`config.mk`:
```
export PLATFORM = sky130hd
export DESIGN_NAME = bpc_counter
export DESIGN_NICKNAME = d
export VERILOG_FILES = /design/src/design/bpc_filter.v /design/src/design/bpc_counter.v
export VERILOG_INCLUDE_DIRS = /design/src /design/src/shared
export SDC_FILE = /design/constraint.sdc
export NUM_CORES = 2
export LEC_CHECK = 0
export ABC_AREA = 1
export BUFFER_PORTS_ARGS = -buffer_cell sky130_fd_sc_hd__buf_4
export CORE_ASPECT_RATIO = 0.9
export CORE_UTILIZATION = 55
export CTS_BUF_LIST = sky130_fd_sc_hd__clkbuf_4 sky130_fd_sc_hd__clkbuf_8
export DETAILED_ROUTE_END_ITERATION = 8
export GPL_TIMING_DRIVEN = 0
export PLACE_DENSITY_LB_ADDON = 0.05
export SLEW_MARGIN = 25
export SYNTH_ARGS = -nofsm -noshare
export SYNTH_HDL_FRONTEND = slang
export SYNTH_SLANG_ARGS = --single-unit
```
`constraint.sdc`:
```
create_clock -name pclk -period 10.1 [get_ports pclk]
set_clock_uncertainty 0.2 [all_clocks]
set_input_delay 1.515 -clock pclk [delete_from_list [all_inputs] [get_ports pclk]]
set_output_delay 1.515 -clock pclk [all_outputs]
set_load 0.01 [all_outputs]
```
`src/shared/bpc_regs.vh`:
```
// Register offsets, field positions, reset values and timing counts of the
// batch pulse counter. Definitions only; included by bare name.
`ifndef BPC_REGS_VH
`define BPC_REGS_VH

// Clock and time base
`define BPC_CLK_HZ          25000000
`define BPC_MS_PER_S        1000
`define BPC_MS_CYCLES       (`BPC_CLK_HZ / `BPC_MS_PER_S)
`define BPC_RST_MIN_MS      2
`define BPC_PULSE_MAX_MS    32'h0000270f
`define BPC_PASS_MAX        32'h0000270f

// Register byte offsets
`define BPC_CTRL_OFF        12'h000
`define BPC_PULSE_OFF       12'h004
`define BPC_FIRST_SETPOINT_OFF        12'h008
`define BPC_SECOND_SETPOINT_OFF        12'h00c
`define BPC_COEF_OFF        12'h010
`define BPC_PASS_OFF        12'h014
`define BPC_UNLOCK_OFF      12'h018
`define BPC_COUNT_OFF       12'h01c
`define BPC_BATCH_OFF       12'h020
`define BPC_TOTAL_OFF       12'h024
`define BPC_ACTUAL_OFF      12'h028
`define BPC_STATUS_OFF      12'h02c

// Control register fields
`define BPC_CTRL_MODE_LSB   0
`define BPC_CTRL_MODE_MSB   2
`define BPC_CTRL_OFFSET_BIT 8
`define BPC_CTRL_AUTO_BIT   9
`define BPC_CTRL_DOWN_BIT   10
`define BPC_CTRL_SHOW_LSB   11
`define BPC_CTRL_SHOW_MSB   12

// Input modes
`define BPC_MODE_INC        3'h0
`define BPC_MODE_DEC        3'h1
`define BPC_MODE_INCDEC     3'h2
`define BPC_MODE_INCINC     3'h3
`define BPC_MODE_UPDOWN     3'h4
`define BPC_MODE_QX1        3'h5
`define BPC_MODE_QX2        3'h6
`define BPC_MODE_QX4        3'h7

// Displayed setpoint selection
`define BPC_SHOW_FIRST_SETPOINT       2'h1

// Reset values; coefficient is unsigned 16.16 fixed point
`define BPC_CTRL_RST        32'h00000000
`define BPC_PULSE_RST       32'h00000000
`define BPC_SET_RST         32'h00000000
`define BPC_COEF_RST        32'h00010000
`define BPC_PASS_RST        32'h00000000
`define BPC_COEF_FRAC       16

`endif

```
`src/design/bpc_filter.v`:
```
// Pin synchroniser and minimum pulse time filter for one input.
// Assumes an asynchronous pin and a length in pclk cycles from the same domain.
`timescale 1ns/1ps
`default_nettype none

module bpc_filter (
    input  wire        pclk,
    input  wire        presetn,
    input  wire        pin,
    input  wire [31:0] min_cycles,
    output wire        level
);
    reg        s1_reg;
    reg        s2_reg;
    reg        s3_reg;
    reg        agreed_reg;
    reg        level_reg;
    reg [31:0] cnt_reg;
    wire       agreed_next;

    // Three stages; a change counts once stages two and three agree
    always @(posedge pclk or negedge presetn) begin
        if (!presetn) begin
            s1_reg     <= 1'b0;
            s2_reg     <= 1'b0;
            s3_reg     <= 1'b0;
            agreed_reg <= 1'b0;
        end else begin
            s1_reg     <= pin;
            s2_reg     <= s1_reg;
            s3_reg     <= s2_reg;
            agreed_reg <= agreed_next;
        end
    end

    assign agreed_next = (s2_reg == s3_reg) ? s3_reg : agreed_reg;

    // New level must stand min_cycles before it is taken
    always @(posedge pclk or negedge presetn) begin
        if (!presetn) begin
            level_reg <= 1'b0;
            cnt_reg   <= 32'h00000000;
        end else if (agreed_reg == level_reg) begin
            cnt_reg <= 32'h00000000;
        end else if (cnt_reg >= min_cycles) begin
            level_reg <= agreed_reg;
            cnt_reg   <= 32'h00000000;
        end else begin
            cnt_reg <= cnt_reg + 32'h00000001;
        end
    end

    assign level = level_reg;
endmodule

`default_nettype wire

```
`src/design/bpc_counter.v`:
```
// Batch and totalising pulse counter with APB register access.
// Assumes one 25 MHz pclk, asynchronous count, reset and pause pins.
//
// Local design decisions: the APB interface to the registers and the register offsets.
`timescale 1ns/1ps
`default_nettype none
`include "bpc_regs.vh"

//Function
// - Password gates parameter writes; zero disables it
// - Single up mode: first input rises, increment
// - Single down mode: first input rises, decrement
// - Split mode: first increments, second decrements
// - Dual mode: both inputs increment the count
// - Direction mode: second input selects up/down
// - Quadrature decoding at x1, x2, x4
// - Reject input pulses shorter than set time
// - Zero pulse time: count inputs unfiltered
// - Reset and pause keep 2 ms minimum
// - Reset showing first setpoint clears batch only
// - Reset showing second setpoint clears normal count
// - Offset: threshold one is setpoint two plus one
// - Actual value is count times coefficient
// - Manual reset not showing first setpoint adds count to total
// - First setpoint controls output one
// - Second setpoint controls output two
// - Auto batch reset when batch counts up to setpoint one
// - Downward direction reloads second setpoint on reset
module bpc_counter #(
    parameter MS_CYCLES = `BPC_MS_CYCLES
) (
    input  wire        pclk,
    input  wire        presetn,
    input  wire        psel,
    input  wire        penable,
    input  wire        pwrite,
    input  wire [11:0] paddr,
    input  wire [31:0] pwdata,
    output wire [31:0] prdata,
    output wire        pready,
    output wire        pslverr,
    input  wire        first_count_input,
    input  wire        second_count_input,
    input  wire        manual_reset_in,
    input  wire        pause_in,
    output wire        output_one,
    output wire        output_two
);
    reg         [31:0] ctrl_reg;
    reg         [31:0] pulse_reg;
    reg  signed [31:0] first_setpoint_reg;
    reg  signed [31:0] second_setpoint_reg;
    reg         [31:0] coef_reg;
    reg         [31:0] pass_reg;
    reg                unlock_reg;
    reg  signed [31:0] count_reg;
    reg  signed [31:0] batch_reg;
    reg  signed [31:0] total_reg;
    reg  signed [31:0] actual_reg;
    reg         [31:0] prdata_reg;
    reg                pslverr_reg;
    reg                out1_reg;
    reg                out2_reg;
    reg                a_prev_reg;
    reg                b_prev_reg;
    reg                rst_prev_reg;
    reg         [31:0] cnt_cyc_reg;
    reg         [31:0] ctl_cyc_reg;

    wire               a_lvl;
    wire               b_lvl;
    wire               rst_lvl;
    wire               pause_lvl;
    wire         [2:0] mode;
    wire               offset_en;
    wire               auto_en;
    wire               dir_down;
    wire         [1:0] show_sel;
    wire               setup;
    wire               wr_en;
    wire               param_ok;
    wire               a_rise;
    wire               b_rise;
    wire               a_chg;
    wire               b_chg;
    wire               rst_rise;
    wire signed [31:0] thr1;
    wire signed [31:0] cmp1_val;
    wire signed [63:0] product;

    reg  signed [31:0] delta;
    reg  signed [31:0] count_next;
    reg  signed [31:0] batch_next;
    reg  signed [31:0] total_next;
    reg         [31:0] rdata_next;
    reg                err_next;

    // Known offset test, shared by read and write decode
    function mapped;
        input [11:0] addr;
        begin
            mapped = (addr[1:0] == 2'h0) && (addr <= `BPC_STATUS_OFF);
        end
    endfunction

    assign mode      = ctrl_reg[`BPC_CTRL_MODE_MSB:`BPC_CTRL_MODE_LSB];
    assign offset_en = ctrl_reg[`BPC_CTRL_OFFSET_BIT];
    assign auto_en   = ctrl_reg[`BPC_CTRL_AUTO_BIT];
    assign dir_down  = ctrl_reg[`BPC_CTRL_DOWN_BIT];
    assign show_sel  = ctrl_reg[`BPC_CTRL_SHOW_MSB:`BPC_CTRL_SHOW_LSB];

    // Filter lengths registered to keep the multiplier off the filter path
    always @(posedge pclk or negedge presetn) begin
        if (!presetn) begin
            cnt_cyc_reg <= 32'h00000000;
            ctl_cyc_reg <= 32'h00000000;
        end else begin
            cnt_cyc_reg <= pulse_reg * MS_CYCLES;
            if (pulse_reg < `BPC_RST_MIN_MS)
                ctl_cyc_reg <= `BPC_RST_MIN_MS * MS_CYCLES;
            else
                ctl_cyc_reg <= pulse_reg * MS_CYCLES;
        end
    end

    bpc_filter u_filt_a (
        .pclk       (pclk),
        .presetn    (presetn),
        .pin        (first_count_input),
        .min_cycles (cnt_cyc_reg),
        .level      (a_lvl)
    );

    bpc_filter u_filt_b (
        .pclk       (pclk),
        .presetn    (presetn),
        .pin        (second_count_input),
        .min_cycles (cnt_cyc_reg),
        .level      (b_lvl)
    );

    bpc_filter u_filt_rst (
        .pclk       (pclk),
        .presetn    (presetn),
        .pin        (manual_reset_in),
        .min_cycles (ctl_cyc_reg),
        .level      (rst_lvl)
    );

    bpc_filter u_filt_pause (
        .pclk       (pclk),
        .presetn    (presetn),
        .pin        (pause_in),
        .min_cycles (ctl_cyc_reg),
        .level      (pause_lvl)
    );

    // Edge history keeps running in pause so no stale edge fires on release
    always @(posedge pclk or negedge presetn) begin
        if (!presetn) begin
            a_prev_reg   <= 1'b0;
            b_prev_reg   <= 1'b0;
            rst_prev_reg <= 1'b0;
        end else begin
            a_prev_reg   <= a_lvl;
            b_prev_reg   <= b_lvl;
            rst_prev_reg <= rst_lvl;
        end
    end

    assign a_rise   = a_lvl & ~a_prev_reg;
    assign b_rise   = b_lvl & ~b_prev_reg;
    assign a_chg    = a_lvl ^ a_prev_reg;
    assign b_chg    = b_lvl ^ b_prev_reg;
    assign rst_rise = rst_lvl & ~rst_prev_reg;

    // Step per cycle from the selected input mode
    always @* begin
        delta = 32'sh00000000;
        case (mode)
            `BPC_MODE_INC: begin
                if (a_rise)
                    delta = 32'sh00000001;
            end
            `BPC_MODE_DEC: begin
                if (a_rise)
                    delta = -32'sh00000001;
            end
            `BPC_MODE_INCDEC: begin
                if (a_rise && !b_rise)
                    delta = 32'sh00000001;
                else if (b_rise && !a_rise)
                    delta = -32'sh00000001;
            end
            `BPC_MODE_INCINC: begin
                if (a_rise && b_rise)
                    delta = 32'sh00000002;
                else if (a_rise || b_rise)
                    delta = 32'sh00000001;
            end
            `BPC_MODE_UPDOWN: begin
                if (a_rise)
                    delta = b_lvl ? -32'sh00000001 : 32'sh00000001;
            end
            `BPC_MODE_QX1: begin
                if (a_rise)
                    delta = b_lvl ? -32'sh00000001 : 32'sh00000001;
            end
            `BPC_MODE_QX2: begin
                if (a_chg)
                    delta = (a_lvl != b_lvl) ? 32'sh00000001 : -32'sh00000001;
            end
            `BPC_MODE_QX4: begin
                // A double change is an illegal jump and is dropped
                if (a_chg ^ b_chg)
                    delta = (a_lvl ^ b_prev_reg) ? 32'sh00000001 : -32'sh00000001;
            end
            default: delta = 32'sh00000000;
        endcase
    end

    // Count, batch and total updates
    always @* begin
        count_next = count_reg;
        batch_next = batch_reg;
        total_next = total_reg;
        if (!pause_lvl) begin
            if (rst_rise) begin
                if (show_sel == `BPC_SHOW_FIRST_SETPOINT) begin
                    batch_next = 32'sh00000000;
                end else begin
                    total_next = total_reg + count_reg;
                    count_next = dir_down ? second_setpoint_reg
                                          : 32'sh00000000;
                end
            end else begin
                count_next = count_reg + delta;
                batch_next = batch_reg + delta;
                if (auto_en && (delta > 0) && (batch_next == first_setpoint_reg))
                    batch_next = 32'sh00000000;
            end
        end
    end

    assign thr1     = offset_en ? (second_setpoint_reg + first_setpoint_reg)
                                : first_setpoint_reg;
    assign cmp1_val = offset_en ? count_reg : batch_reg;
    assign product  = count_reg * $signed({1'b0, coef_reg[30:0]});

    always @(posedge pclk or negedge presetn) begin
        if (!presetn) begin
            count_reg  <= 32'sh00000000;
            batch_reg  <= 32'sh00000000;
            total_reg  <= 32'sh00000000;
            actual_reg <= 32'sh00000000;
            out1_reg   <= 1'b0;
            out2_reg   <= 1'b0;
        end else begin
            count_reg  <= count_next;
            batch_reg  <= batch_next;
            total_reg  <= total_next;
            actual_reg <= product[`BPC_COEF_FRAC+31:`BPC_COEF_FRAC];
            if (dir_down) begin
                out1_reg <= (cmp1_val <= thr1);
                out2_reg <= (count_reg <= 32'sh00000000);
            end else begin
                out1_reg <= (cmp1_val >= thr1);
                out2_reg <= (count_reg >= second_setpoint_reg);
            end
        end
    end

    assign output_one = out1_reg;
    assign output_two = out2_reg;

    // APB: decode in setup, answer with zero wait states in access
    assign setup    = psel & ~penable;
    assign wr_en    = psel & penable & pwrite & mapped(paddr);
    assign param_ok = (pass_reg == 32'h00000000) | unlock_reg;

    always @* begin
        rdata_next = 32'h00000000;
        err_next   = ~mapped(paddr);
        case (paddr)
            `BPC_CTRL_OFF:   rdata_next = ctrl_reg;
            `BPC_PULSE_OFF:  rdata_next = pulse_reg;
            `BPC_FIRST_SETPOINT_OFF:   rdata_next = first_setpoint_reg;
            `BPC_SECOND_SETPOINT_OFF:   rdata_next = second_setpoint_reg;
            `BPC_COEF_OFF:   rdata_next = coef_reg;
            `BPC_PASS_OFF:   rdata_next = 32'h00000000;
            `BPC_UNLOCK_OFF: rdata_next = {31'h00000000, param_ok};
            `BPC_COUNT_OFF:  rdata_next = count_reg;
            `BPC_BATCH_OFF:  rdata_next = batch_reg;
            `BPC_TOTAL_OFF:  rdata_next = total_reg;
            `BPC_ACTUAL_OFF: rdata_next = actual_reg;
            `BPC_STATUS_OFF: rdata_next = {26'h0000000, param_ok, pause_lvl, rst_lvl,
                                           b_lvl, out2_reg, out1_reg};
            default:         rdata_next = 32'h00000000;
        endcase
    end

    always @(posedge pclk or negedge presetn) begin
        if (!presetn) begin
            prdata_reg  <= 32'h00000000;
            pslverr_reg <= 1'b0;
        end else if (setup) begin
            prdata_reg  <= pwrite ? 32'h00000000 : rdata_next;
            pslverr_reg <= err_next;
        end
    end

    assign prdata  = prdata_reg;
    assign pready  = 1'b1;
    assign pslverr = psel & penable & pslverr_reg;

    // Parameter writes; the password itself stays write-only
    always @(posedge pclk or negedge presetn) begin
        if (!presetn) begin
            ctrl_reg            <= `BPC_CTRL_RST;
            pulse_reg           <= `BPC_PULSE_RST;
            first_setpoint_reg  <= `BPC_SET_RST;
            second_setpoint_reg <= `BPC_SET_RST;
            coef_reg            <= `BPC_COEF_RST;
            pass_reg            <= `BPC_PASS_RST;
            unlock_reg          <= 1'b0;
        end else if (wr_en) begin
            if (paddr == `BPC_UNLOCK_OFF)
                unlock_reg <= (pwdata == pass_reg);
            else if (param_ok) begin
                case (paddr)
                    `BPC_CTRL_OFF:  ctrl_reg <= pwdata;
                    `BPC_PULSE_OFF: begin
                        if (pwdata <= `BPC_PULSE_MAX_MS)
                            pulse_reg <= pwdata;
                    end
                    `BPC_FIRST_SETPOINT_OFF:  first_setpoint_reg  <= pwdata;
                    `BPC_SECOND_SETPOINT_OFF:  second_setpoint_reg <= pwdata;
                    `BPC_COEF_OFF:  coef_reg <= pwdata;
                    `BPC_PASS_OFF: begin
                        if (pwdata <= `BPC_PASS_MAX)
                            pass_reg <= pwdata;
                    end
                    default: ;
                endcase
            end
        end
    end
endmodule

`default_nettype wire

```
==> summary.md <==
| Metric | Value |
|---|---|
| Post-DP HPWL | `235,000 µm` |
| CTS max path bufs | `3` |
| Chip Width | `382 µm` |
| Syn. warnings | `0` |
| CP most frequent cell | `fa_1` |
| Post-CTS setup buffers | `0` |
| Max transition margin | `between 10% and 20%` |
| Drt initial violations | `slightly below 9,000` |
| Largest net degree at the start of global routing | `92` |
| CP Cell Sequence | `clkbuf_1 > buf_1 > nand2_1 > fa_1 > inv_1 > fa_1 > fa_1 > inv_1 > fa_1 > inv_1 > fa_1 > fa_1 > fa_1 > fa_1 > ha_1 > a21oi_1 > o21ai_0 > a21oi_1 > nor2_1 > a2111oi_2 > nand4_1 > xor2_1` |
| # port buffers | `87` |
| Area grow syn2layout | `7.50%` |
| CTS Buf Count | `94` |
| Final cell count without fillers | `11,200` |
| Synth cell count leaders | `inv_1 (2,219), nand2_1 (2,146), fa_1 (902)` |
| CTS tree | `yes` |
| Mapped Nets | `10,800` |
| Post-synthesis async set-or-reset flop share | `100%` |
| Synth area leader | `fa_1` |
| Clk sink count | `565` |
| Count of final hold-check violations | `0` |
| Power after layout | `0.00571 W` |
| Drt via density | `5.82` |
| P_sw | `approximately 0.0018 W` |
| Worst EP arrival | `10.54 ns` |
| Core ar. | `129,000 µm²` |
| Reg2Reg Depth | `22` |
| Hold Path Depth | `0` |
| Max layer used | `met5` |
| Final GP Congestion | `between 1 and 1.5` |
| Inst Count DP | `11,000` |
| Die area | `131,000 µm²` |
| First-pass iteration count of the detailed router | `7` |
| Routed WL | `284,000 µm` |
| Worst skew pair latency | `roughly 0.82 ns` |
| Cells after Synth | `slightly above 9,000` |
| Clock root buffer | `clkbuf_8` |
| Count leader, synth | `inv_1` |
| Power Dens Cells | `74.3 nW/µm²` |
| Status | `completed` |
| WS Path Type | `register to register` |
| Setup crit end kind | `register` |
| CP Launch Type | `register` |
| Area contributors post-synth | `fa_1 (25%), dfrtp_1 (20%), inv_1 (12%)` |
| CTS Hold Bufs | `0` |
| Clock group share of total power | `43.8%` |
| Max VDD drop | `around 0.11 mV` |
| Area of the multi-input gates | `~48,000 µm²` |
| Total area of sequential cells | `approximately 14,000 µm²` |
| Mapped cell area | `around 71,000 µm²` |
| PostCTS Resize Cnt | `1` |
| Final Critical Period | `~10 ns` |
| Crit-path max cell delay | `~0.95 ns` |
| Global-route wire length before repair | `411,000 µm` |
| TNS Setup | `0 ns` |
| Die span in y | `roughly 340 µm` |
| Maximum clock rate | `about 100 MHz` |
| Vias in the first global route | `61,700` |
| Layout cells sized above 1 | `4.97%` |
| Setup violators final | `0` |
| Period utilization | `99.7%` |
| # nets final | `10,900` |
| Slew @ Worst Pin | `approximately 1.3 ns` |
| Max-slew violations | `0` |
| Fin util | `between 50% and 60%` |
| Vias | `65,100` |
| Worst-path maximum fanout | `10` |
| Initial antenna violation count | `23` |
| Switching share of power | `32.0%` |
| CP max-delay cell | `buf_1` |
| Gr ovfl total | `0` |
| Post-detailed-route wirelength per cell | `25.3 µm` |
| Synth top area share | `25.3%` |
| Distinct cells, synth | `70` |
| Ys flop type | `dfrtp_1` |
| Post-route met1 wirelength | `around 110,000 µm` |
| Met3 WL | `approximately 44,000 µm` |
| Req. time, crit path | `10.57 ns` |
| Fillers | `12,100` |
| Sequential-to-total area share from yosys stat | `19.8%` |
| Met2 WL | `around 110,000 µm` |
| Syn Area/Cell | `7.77 µm²` |
| Clk slew on worst S/H paths | `0.07 ns` |
| Combinational share of power | `between 10% and 20%` |
| EDFF count, synth | `0` |
| ANT nets after route | `0` |
| GRT Total Usage | `43.2%` |
| Unrepaired setup endpoints after global routing | `false` |
| H-Tree Depth | `3` |
| Row cnt | `approximately 130` |
| Leakage | `43.2 nW` |
| FF+latch count, synth | `565` |
| Starting Density | `55.4%` |
| Hold Path Class | `register to register` |
| Max-cap violation count | `0` |
| Num ports | `89` |
| P_int | `0.00388 W` |
| Residual DRC | `0` |
| Reg power frac | `about two fifths` |
[critical path: cells and delay by family, from the launching register on]
family / cells / cell delay, ns
AO/OA/AOI/OAI: 4 / 1.96
AND/OR/NAND/NOR: 3 / 0.50
adder cells (fa/ha/maj): 9 / 4.47
buffers and inverters: 5 / 2.00
XOR/XNOR: 1 / 0.20
flip-flops: 1 / 0.56
[power groups by stage]
stage / Sequential, W / Combinational (W) / Clock [W]
floorplan: 0.00237 / 0.000371 / 0
global placement: 0.00239 / 0.000775 / 0
detailed placement: 0.00239 / 0.000795 / 0
CTS: 0.00235 / 0.000796 / 0.00252
global route: 0.00235 / 0.000871 / 0.00261
finish: 0.00235 / 0.000853 / 0.00250
[kinds of logic after synthesis]
group / count (synthesis) / synth area share [%]
mux: 2 / 0.0280
buf+inv: 2574 / 13.6
xor+xnor: 248 / 3.08
fa+ha+maj: 1498 / 35.7
simple gates: 3239 / 19.0
other cells: 1 / 0.00525
compound gates: 1077 / 8.84
flops: 565 / 19.8
[layout make-up]
class	count	area share [%]
multi-input combinational	6065	62.0
sequential	565	18.4
inverter	2237	10.9
tap	1714	2.79
clock buffer	140	2.38
buffer	337	1.80
timing repair buffer	95	1.12
clock inverter	32	0.552
antenna	7	0.0228
[placed cells by master, fill, tap and decap left out, types with 20 or more instances in the layout]
cell type	synthesis	layout
inv_1	2219	2218
nand2_1	2146	2146
fa_1	902	902
ha_1	592	592
dfrtp_1	564	564
nor2_1	428	427
o21ai_0	402	401
a21oi_1	355	354
clkbuf_1	297	244
nand3_1	220	220
xor2_1	149	149
nand4_1	138	138
clkbuf_8	0	124
nor3_1	105	105
xnor2_1	97	97
buf_4	2	88
a221oi_1	60	60
clkbuf_2	0	56
nor4_1	57	56
or2_2	37	37
o22ai_1	33	33
o2111ai_1	30	30
nor2_2	27	28
a22o_1	27	27
a31oi_1	23	23
a22oi_1	22	22
buf_1	24	20
[routing by layer]
metal  track usage [%]  vias to the layer above
li1                  -                    28600
met1              59.7                    31600
met2              59.2                     4182
met3              18.7                      762
met4              16.0                       30
met5              5.02                        -
[metrics by stage]
| stage | worst slack, ns | area, µm² | hold slack [ns] |
|---|---|---|---|
| after CTS | 0.0490 | 76800 | 0.150 |
| after floorplan | 3.03 | 71500 | 0.131 |
| final | 0.0279 | 76900 | 0.147 |
| after detailed placement | -0.196 | 74500 | 0.136 |
| after global placement | -0.544 | 74300 | 0.134 |
| after global routing | 0.242 | 76800 | 0.160 |
[final timing paths]
path | from | to | slack (ns)
setup / recovery | count_reg[30]$_DFFE_PN0P_ | actual_reg[31]$_DFF_PN0_ | 0.03
hold / removal | u_filt_b.s1_reg$_DFF_PN0_ | u_filt_b.s2_reg$_DFF_PN0_ | 0.15
setup reg to reg | count_reg[30]$_DFFE_PN0P_ | actual_reg[31]$_DFF_PN0_ | 0.03
hold reg to reg | u_filt_b.s1_reg$_DFF_PN0_ | u_filt_b.s2_reg$_DFF_PN0_ | 0.15
max in group asynchronous | presetn | first_setpoint_reg[29]$_DFFE_PN0P_ | 7.47
min in group asynchronous | presetn | cnt_cyc_reg[20]$_DFF_PN0_ | 0.43
(Power assumes the default switching activity.)
